### src/hdl/fcpc_pkg.sv
package fcpc_pkg;
	// ----------------------------------------
	// Widths and timing
	// ----------------------------------------
	localparam int ADDR_W = 15;
	localparam int DATA_W = 8;
	localparam int ROW_LSB = 3; // Row select starts above byte-in-row bits
	localparam int ROW_W = ADDR_W - ROW_LSB;
	localparam int CLK_PERIOD_PS = 4000;
	localparam int MIN_PRECHARGE_INTERVAL_PS = 60000;
	localparam int MAX_LOW_TIME_PS = 10000000;
	localparam int ACCESS_TIME_PS = 70000;
	// Least times round up
	localparam int PRECHARGE_CYC =
		(MIN_PRECHARGE_INTERVAL_PS + CLK_PERIOD_PS - 1) / CLK_PERIOD_PS;
	localparam int ACCESS_CYC = (ACCESS_TIME_PS + CLK_PERIOD_PS - 1) / CLK_PERIOD_PS;
	// Longest time rounds down
	localparam int MAX_LOW_CYC = MAX_LOW_TIME_PS / CLK_PERIOD_PS;
	// Counter spans the longest select-low stretch
	localparam int CNT_W = $clog2(MAX_LOW_CYC + 1);

	// ----------------------------------------
	// Controller states
	// ----------------------------------------
	typedef enum logic [3:0] {
		ST_POWER = 4'h1,
		ST_IDLE = 4'h2,
		ST_ACCESS = 4'h4,
		ST_PRECHG = 4'h8
	} fcpc_state_t;
endpackage : fcpc_pkg

### src/hdl/fcpc_ctrl.sv
module fcpc_ctrl #(
	parameter int MAX_LOW_CYCLES = fcpc_pkg::MAX_LOW_CYC,
	parameter int PRECHARGE_CYCLES = fcpc_pkg::PRECHARGE_CYC
)(
	input wire logic i_ref_clk,
	input wire logic i_rst_n,
	input wire logic i_supply_ok,
	input wire logic i_req_valid,
	input wire logic i_req_write,
	input wire logic [fcpc_pkg::ADDR_W-1:0] i_req_addr,
	input wire logic [fcpc_pkg::DATA_W-1:0] i_req_wdata,
	output logic o_req_ready,
	output logic o_rd_valid,
	output logic [fcpc_pkg::DATA_W-1:0] o_rd_data,
	output logic [fcpc_pkg::ROW_W-1:0] o_row_addr,
	output logic o_row_wear,
	output logic o_chip_sel_n,
	output logic o_write_n,
	output logic o_out_en_n,
	output logic [fcpc_pkg::ADDR_W-1:0] o_addr,
	input wire logic [fcpc_pkg::DATA_W-1:0] i_dq,
	output logic [fcpc_pkg::DATA_W-1:0] o_dq,
	output logic o_dq_oe
);
	import fcpc_pkg::*;

	// ----------------------------------------
	// Input synchronisers
	// ----------------------------------------
	logic sup_meta_reg;
	logic sup_sync_reg;
	logic [DATA_W-1:0] dq_meta_reg;
	logic [DATA_W-1:0] dq_sync_reg;
	fcpc_state_t state_reg;
	logic [CNT_W-1:0] cnt_reg;
	logic write_reg;

	localparam logic [CNT_W-1:0] ACC_LAST = CNT_W'(ACCESS_CYC + 2);
	localparam logic [CNT_W-1:0] PC_LAST = CNT_W'(PRECHARGE_CYCLES - 1);
	localparam logic [CNT_W-1:0] LOW_LAST = CNT_W'(MAX_LOW_CYCLES - 1);

	// Two flops on supply flag and data pins
	always_ff @(posedge i_ref_clk or negedge i_rst_n)
	begin
		if (!i_rst_n)
		begin
			sup_meta_reg <= 1'b0;
			sup_sync_reg <= 1'b0;
			dq_meta_reg <= '0;
			dq_sync_reg <= '0;
		end
		else
		begin
			sup_meta_reg <= i_supply_ok;
			sup_sync_reg <= sup_meta_reg;
			dq_meta_reg <= i_dq;
			dq_sync_reg <= dq_meta_reg;
		end
	end

	// ----------------------------------------
	// Cycle sequencer
	// ----------------------------------------
	logic low_done;
	assign low_done = (cnt_reg == ACC_LAST) || (cnt_reg == LOW_LAST);

	// State, counter and latched request
	always_ff @(posedge i_ref_clk or negedge i_rst_n)
	begin
		if (!i_rst_n)
		begin
			state_reg <= ST_POWER;
			cnt_reg <= '0;
			write_reg <= 1'b0;
		end
		else
		begin
			case (state_reg)
				ST_POWER:
				begin
					cnt_reg <= '0;
					if (sup_sync_reg)
						state_reg <= ST_IDLE;
				end
				ST_IDLE:
				begin
					cnt_reg <= '0;
					if (!sup_sync_reg)
						state_reg <= ST_POWER;
					else if (i_req_valid)
					begin
						state_reg <= ST_ACCESS;
						write_reg <= i_req_write;
					end
				end
				ST_ACCESS:
				begin
					cnt_reg <= cnt_reg + 1'b1;
					if (low_done)
					begin
						state_reg <= ST_PRECHG;
						cnt_reg <= '0;
					end
				end
				ST_PRECHG:
				begin
					cnt_reg <= cnt_reg + 1'b1;
					if (cnt_reg >= PC_LAST)
					begin
						state_reg <= sup_sync_reg ? ST_IDLE : ST_POWER;
						cnt_reg <= '0;
					end
				end
				default:
				begin
					state_reg <= ST_POWER;
					cnt_reg <= '0;
				end
			endcase
		end
	end

	// ----------------------------------------
	// Pin drive
	// ----------------------------------------
	// Select, strobes, address and data
	always_ff @(posedge i_ref_clk or negedge i_rst_n)
	begin
		if (!i_rst_n)
		begin
			o_chip_sel_n <= 1'b1;
			o_write_n <= 1'b1;
			o_out_en_n <= 1'b1;
			o_addr <= '0;
			o_dq <= '0;
			o_dq_oe <= 1'b0;
		end
		else
		begin
			if (state_reg == ST_IDLE && sup_sync_reg && i_req_valid)
			begin
				o_addr <= i_req_addr;
				o_dq <= i_req_wdata;
				o_write_n <= !i_req_write;
				o_dq_oe <= i_req_write;
				o_out_en_n <= i_req_write;
				o_chip_sel_n <= 1'b0;
			end
			else if (state_reg == ST_ACCESS && low_done)
			begin
				o_chip_sel_n <= 1'b1;
				o_write_n <= 1'b1;
				o_out_en_n <= 1'b1;
				o_dq_oe <= 1'b0;
			end
			else if (state_reg == ST_POWER)
			begin
				o_chip_sel_n <= 1'b1;
				o_write_n <= 1'b1;
			end
		end
	end

	// ----------------------------------------
	// User answers
	// ----------------------------------------
	// Ready, read data and row wear report
	always_ff @(posedge i_ref_clk or negedge i_rst_n)
	begin
		if (!i_rst_n)
		begin
			o_req_ready <= 1'b0;
			o_rd_valid <= 1'b0;
			o_rd_data <= '0;
			o_row_addr <= '0;
			o_row_wear <= 1'b0;
		end
		else
		begin
			o_req_ready <= (state_reg == ST_PRECHG) && (cnt_reg >= PC_LAST) && sup_sync_reg;
			o_rd_valid <= 1'b0;
			o_row_wear <= 1'b0;
			if (state_reg == ST_ACCESS && low_done)
			begin
				o_rd_valid <= !write_reg;
				o_rd_data <= dq_sync_reg;
				o_row_addr <= o_addr[ADDR_W-1:ROW_LSB];
				o_row_wear <= 1'b1;
			end
			else if (state_reg == ST_IDLE && (!sup_sync_reg || i_req_valid))
				o_req_ready <= 1'b0;
			else if (state_reg == ST_IDLE)
				o_req_ready <= 1'b1;
		end
	end

	// ----------------------------------------
	// Checks
	// ----------------------------------------
	logic [CNT_W-1:0] high_cnt_reg;
	// Length of current select-high stretch
	always_ff @(posedge i_ref_clk or negedge i_rst_n)
	begin
		if (!i_rst_n)
			high_cnt_reg <= '0;
		else if (o_chip_sel_n && high_cnt_reg != '1)
			high_cnt_reg <= high_cnt_reg + 1'b1;
		else if (!o_chip_sel_n)
			high_cnt_reg <= '0;
	end
endmodule : fcpc_ctrl

### config.mk
export PLATFORM = sky130hd
export DESIGN_NAME = fcpc_ctrl
export DESIGN_NICKNAME = d
export VERILOG_FILES = /design/src/hdl/fcpc_pkg.sv /design/src/hdl/fcpc_ctrl.sv
export SDC_FILE = /design/constraint.sdc
export NUM_CORES = 1
export LEC_CHECK = 0
export BUFFER_PORTS_ARGS = -buffer_cell sky130_fd_sc_hd__buf_2
export CAP_MARGIN = 20
export CORE_ASPECT_RATIO = 0.6
export CORE_MARGIN = 2
export CORE_UTILIZATION = 55
export DETAILED_ROUTE_END_ITERATION = 8
export PLACE_DENSITY = 0.84
export SLEW_MARGIN = 20
export SYNTH_ARGS = -nofsm -noshare
export SYNTH_HDL_FRONTEND = slang
export SYNTH_SLANG_ARGS = --single-unit
export TNS_END_PERCENT = 50
### constraint.sdc
create_clock -name i_ref_clk -period 5.1 [get_ports i_ref_clk]
set_input_delay 0.51 -clock i_ref_clk [delete_from_list [all_inputs] [get_ports i_ref_clk]]
set_output_delay 0.51 -clock i_ref_clk [all_outputs]
set_load 0.005 [all_outputs]
### Word level (Yosys, flattened, before mapping)

Index checks and enable logic that the tools add are counted.
W data, S select, Z words.

* output and inout port bits: 50
* input bits: 36
* bits in latches: 0
* bits in read-only memories: 0
* logic and storage cells: 68
* flip-flop bits (word level): 85
* RAM bits: 0
* memories: 0

* equality and inequality tests: 10
* bitwise logic cells: 0
* add/sub/neg operators: 1
* $lt $le $gt $ge: 1
* $mul: 0
* reductions and logical operators: 15
* divide/modulo/power cells: 0
* shift operators: 0
* multiplexer cells: 23

Operators with widths (number)
* $mux W12: 2
* $pmux W12 S2: 1
* $mux W4: 5
* $pmux W4 S4: 1
* $mux W1: 13
* $add A12 B1 Y12 const B: 1
* $eq A12 B12 Y1 const B: 1
* $eq A12 B5 Y1 const B: 1
* $ge A12 B4 Y1 const B: 1
* $logic_and A1 B1 Y1: 6
* $ne A2 B2 Y1 const B: 3
* $eq A4 B1 Y1 const B: 1
* $eq A4 B2 Y1 const B: 1
* $eq A4 B3 Y1 const B: 1
* $eq A4 B4 Y1 const B: 1
* $reduce_and A4 Y1: 1
* $logic_not A1 Y1: 3
* $ne A3 B3 Y1 const B: 1
* $reduce_and A3 Y1: 1
* $reduce_bool A3 Y1: 1
* $logic_or A1 B1 Y1: 2
* $mux W2: 1
* $reduce_bool A2 Y1: 1

### Longest topological paths before layout

* depth in word-level cells: 6
* depth in mapped cells: 7
* mapped depth without buffers: 6

### Worst setup path before layout

No wires, ideal clock.

* path type: register -> register
* from: register cnt_reg[6]
* to: register o_row_addr[10] (netlist name)
* library setup time: 125 ps
* arrival: 1720 ps
* setup slack: 3255 ps
* stages on the path, launching flop included: 6
* data required time: 4975 ps
* buffers on the path: 1
* period minus slack after synthesis: 1845 ps
* cells stage by stage: dfrtp_1 > or4_4 > nor2_4 > o211ai_4 > buf_6 > mux2_4

* word-level cells in the longest chain between the ends: 3
* elaborated cells between the ends (all ways): 4
* classes of those cells: 2 x eq/ne; 2 x reduce/logical

RTL lines
* from (decl): line fcpc_ctrl.sv:35 `logic [CNT_W-1:0] cnt_reg;`
* from (signal assigned): line fcpc_ctrl.sv:98 `cnt_reg <= cnt_reg + 1'b1;`
* from (signal assigned): line fcpc_ctrl.sv:107 `cnt_reg <= cnt_reg + 1'b1;`
* $eq A12 B5 Y1 or $eq A12 B12 Y1 (tied branches): line fcpc_ctrl.sv:65 `assign low_done = (cnt_reg == ACC_LAST) || (cnt_reg == LOW_LAST);`
* $logic_or A1 B1 Y1 (*): line fcpc_ctrl.sv:65
* $logic_and A1 B1 Y1 (*): line fcpc_ctrl.sv:183 `if (state_reg == ST_ACCESS && low_done)`
* to (signal assigned): line fcpc_ctrl.sv:187 `o_row_addr <= o_addr[ADDR_W-1:ROW_LSB];`
* to (decl): line fcpc_ctrl.sv:15 `output logic [fcpc_pkg::ROW_W-1:0] o_row_addr,`

Every way passes the cells marked *; elsewhere a longest branch is shown, timed or not.
A chain may end at the register's enable or synchronous reset.

### Worst setup path in the final report

* from: register cnt_reg[0]
* to: register o_row_addr[0] (netlist name)

The elaborated chain is that of the path after synthesis.

==> impl_results.rst <==
.. list-table::
   :header-rows: 1

   * - Metric
     - Value
   * - Status
     - completed
   * - Number of buffers added by the clock tree synthesis step
     - 9
   * - Via count of the first global-routing pass
     - ~2000
   * - CTS sink cnt
     - 85
   * - Final worst clock skew
     - ~0.013 ns
   * - Post-Syn Instances
     - 230
   * - Post-layout nets
     - between 300 and 400
   * - Final worst path period share
     - between 40% and 50%
   * - Antenna-violating nets left
     - 0
   * - Hold Vio Cnt, Final
     - 0
   * - Core Box Area
     - roughly 6100 um^2
   * - Required time of the critical path
     - between 5 and 6 ns
   * - Cells along the critical path
     - ha_1 > nand3b_1 > nor4_2 > o211ai_4 > mux2_1
   * - Data arrival time at the worst-slack endpoint
     - roughly 2.5 ns
   * - Reg2Reg Setup Slack
     - 2.88 ns
   * - Final wirelength
     - between 6 and 7 mm
   * - Setup Slack @ Placement
     - 2.873 ns
   * - Die W
     - around 110 um
   * - PnR Total Power
     - 1.625 mW
   * - Buffers plus inverters on the worst setup path
     - 0
   * - Number of pins with negative max-slew slack in the final report
     - 0
   * - Die area
     - around 7000 um^2
   * - Largest net degree at the start of global routing
     - 86
   * - Relative max-transition margin
     - between 20 and 30%
   * - Vias per cell
     - 5.272
   * - Setup repair after global routing missed its margin
     - no
   * - Static leakage
     - ~2.1 nW
   * - Clk buf depth
     - 2
   * - Setup Buffers After CTS
     - 0
   * - Grt total ovfl
     - 0
   * - Crit path setup slack, layout
     - 2.875 ns
   * - Number of synthesized register bits
     - between 80 and 90
   * - Number of synthesis warnings
     - 0
   * - Number of distinct library cells after synthesis
     - 48
   * - Maximum vdd ir drop
     - between 200 and 250 uV
   * - I/O Buffers
     - between 80 and 90
   * - Slowest CP cell
     - sky130_fd_sc_hd__o211ai_4
   * - Initial core utilization
     - 56.81%
   * - Capturing point of the worst reg2reg path
     - o_row_addr[0]
   * - Main synth FF type
     - sky130_fd_sc_hd__dfrtp_1
   * - Maximum level of the CTS H-tree
     - 3
   * - TritonCTS clock tree
     - built
   * - Setup crit end kind
     - flop
   * - Share of final-layout standard cells stronger than drive strength 1
     - around 45%
   * - Post-synth EDFFs
     - 0
   * - Drt drc
     - 0
   * - Skew-Pair Late Insertion Delay
     - ~0.35 ns
   * - Register cell area after layout
     - between 2000 and 2500 um^2
   * - Top achievable clock speed
     - about 450 MHz
   * - Count of pins on the block boundary
     - 86
   * - Startpoint of the worst-slack reg-to-reg timing path
     - cnt_reg[0]
   * - Mean instance size in the synthesized netlist
     - about 15 um^2
   * - Max Cap Viol
     - 0
   * - Area Overhead vs Synth
     - 20.67%
   * - Initial detailed-routing violation count
     - 153
   * - Setup tns final
     - 0 ns
   * - Post-detailed-route wirelength per cell
     - about 16 um
   * - Post-synthesis sequential area ratio
     - between 60 and 70%
   * - Post-CTS Hold Fix Bufs
     - 0
   * - Net count of the mapped netlist
     - around 270
   * - Drt first pass iters
     - 4
   * - Class of the tightest hold or removal check
     - input port to asynchronous set/reset pin
   * - Sum of net half-perimeters after detailed placement
     - between 4 and 5 mm
   * - Slowest cell delay on critical path
     - 0.78 ns
   * - Initial antenna violation count
     - 0
   * - Placer Congestion
     - roughly 0.80
   * - Highest-count cells in the layout ignoring fill and taps
     - sky130_fd_sc_hd__buf_2 (84), sky130_fd_sc_hd__dfrtp_1 (81), sky130_fd_sc_hd__mux2_1 (24), sky130_fd_sc_hd__mux2_4 (19), sky130_fd_sc_hd__a21oi_2 (10)
   * - Number of flip-flops under the largest register name
     - 15
   * - Fin cells
     - 408
   * - Most common library cell in the layout ignoring fill and taps
     - sky130_fd_sc_hd__buf_2
   * - Quantity of gates resized following cts
     - 0
   * - Count of inserted antenna diode cells
     - 0
   * - Slew @ Worst Pin
     - 1.074 ns
   * - Cells after DPL
     - ~400
   * - # rows
     - 22
   * - Wire length of the first global-routing pass
     - between 10 and 15 mm
   * - Reg2Reg Depth
     - 5
   * - Worst setup SP type
     - flop
   * - Tmin final
     - about 2.2 ns
   * - Setup CP Type
     - flop to flop
   * - Power per Cell Area
     - between 300 and 400 nW/um^2
   * - Final number of setup-violating endpoints
     - 0
   * - Dominant delay contributor by cell family on the critical path
     - compound AO/OA/AOI/OAI gates
   * - Post-synthesis async set-or-reset flop share
     - 100.0%
   * - Area of combinational cells with multiple inputs
     - 1245 um^2
   * - CTS clk-pin slew, worst paths
     - roughly 0.09 ns
   * - CP max FO
     - 21
   * - Netlist area before placement
     - about 3500 um^2
   * - Cell chosen for the clock root
     - sky130_fd_sc_hd__clkbuf_8
   * - Vertical extent of the die
     - 65.40 um
   * - All-Layer GR Usage
     - 19.90%
   * - Number of vias in the routed layout
     - between 2000 and 2500
   * - Layout filler cell count
     - about 430
Yosys cell counts (2+ instances only):
master,number,area share [%]
sky130_fd_sc_hd__nand3_1,6,0.87
sky130_fd_sc_hd__nor4bb_1,2,0.58
sky130_fd_sc_hd__ha_1,3,1.1
sky130_fd_sc_hd__dfstp_2,4,3.0
sky130_fd_sc_hd__buf_6,3,0.98
sky130_fd_sc_hd__nand3b_1,3,0.65
sky130_fd_sc_hd__xor2_1,9,2.3
sky130_fd_sc_hd__nor4b_2,2,0.87
sky130_fd_sc_hd__mux2_1,24,7.8
sky130_fd_sc_hd__a21oi_2,10,2.5
sky130_fd_sc_hd__a21o_1,2,0.43
sky130_fd_sc_hd__buf_2,3,0.43
sky130_fd_sc_hd__nand2_1,5,0.54
sky130_fd_sc_hd__o21ai_1,2,0.29
sky130_fd_sc_hd__inv_1,4,0.43
sky130_fd_sc_hd__a21oi_1,4,0.58
sky130_fd_sc_hd__mux2_4,19,8.3
sky130_fd_sc_hd__nand4_1,3,0.54
sky130_fd_sc_hd__and2_1,3,0.54
sky130_fd_sc_hd__nor2_1,5,0.54
sky130_fd_sc_hd__and4_1,2,0.51
sky130_fd_sc_hd__dfrtp_1,81,59
sky130_fd_sc_hd__clkbuf_1,2,0.22
sky130_fd_sc_hd__a21boi_1,2,0.43
sky130_fd_sc_hd__nor4b_1,2,0.51
sky130_fd_sc_hd__nor3_1,3,0.43
through the flow:
stage	instance area, um^2	utilization (%)	hold slack [ns]
5_1_grt	4170	68.55	0.2361
4_1_cts	4167	68.49	0.2400
6_report	4170	68.55	0.1866
3_5_place_dp	3940	64.77	0.3364
3_3_place_gp	3940	64.77	0.3324
2_1_floorplan	3456	-	0.2144
worst reg2reg max path, stage by stage, from the launching register on:
cell and delay (ns):
sky130_fd_sc_hd__dfrtp_1 0.42, sky130_fd_sc_hd__ha_1 0.31, sky130_fd_sc_hd__nand3b_1 0.15, sky130_fd_sc_hd__nor4_2 0.08, sky130_fd_sc_hd__o211ai_4 0.78, sky130_fd_sc_hd__mux2_1 0.39
power by group:
group          internal, mW  switching [mW]
logic                 0.134           0.105
clock network         0.282           0.247
registers             0.786          0.0711
total                  1.20           0.423
kinds of logic (layout without fill, tap and decap cells):
| kind of cell | count (synthesis) | in the layout | share of synthesized area, % |
|---|---|---|---|
| flip-flops | 85 | 85 | 61.69 |
| AO/OA/AOI/OAI | 30 | 30 | 6.988 |
| adder cells (fa/ha/maj) | 3 | 3 | 1.086 |
| AND/OR/NAND/NOR | 46 | 46 | 9.342 |
| buffers and inverters | 13 | 107 | 2.281 |
| multiplexers | 43 | 43 | 16.08 |
| XOR/XNOR | 10 | 10 | 2.535 |
metal layers:
layer  global-route usage, %  routed length [um]
met2                   27.08                2674
met1                   30.56                3198
met4                   3.289                  49
met5                       0                   0
met3                   7.639                 427
how the worst max path moves through the flow:
| stage | startpoint | end | cells after the start |
|---|---|---|---|
| after floorplan | cnt_reg[6] | o_row_addr[10] | 5 |
| after global placement | cnt_reg[0] | o_row_addr[0] | 5 |
| after detailed placement | cnt_reg[0] | o_row_addr[0] | 5 |
| after CTS | cnt_reg[0] | o_row_addr[0] | 5 |
| after global routing | cnt_reg[1] | o_row_addr[0] | 5 |
| final | cnt_reg[0] | o_row_addr[0] | 5 |
cell type report:
cell class	instances	share of cell area [%]
Clock inverter	7	2.460
Sequential cell	85	51.12
Clock buffer	9	2.970
Timing Repair Buffer	87	10.71
Inverter	4	0.3600
Multi-Input combinational cell	132	29.85
Tap cell	84	2.520
No activity file was read; power rests on OpenSTA's default activity.
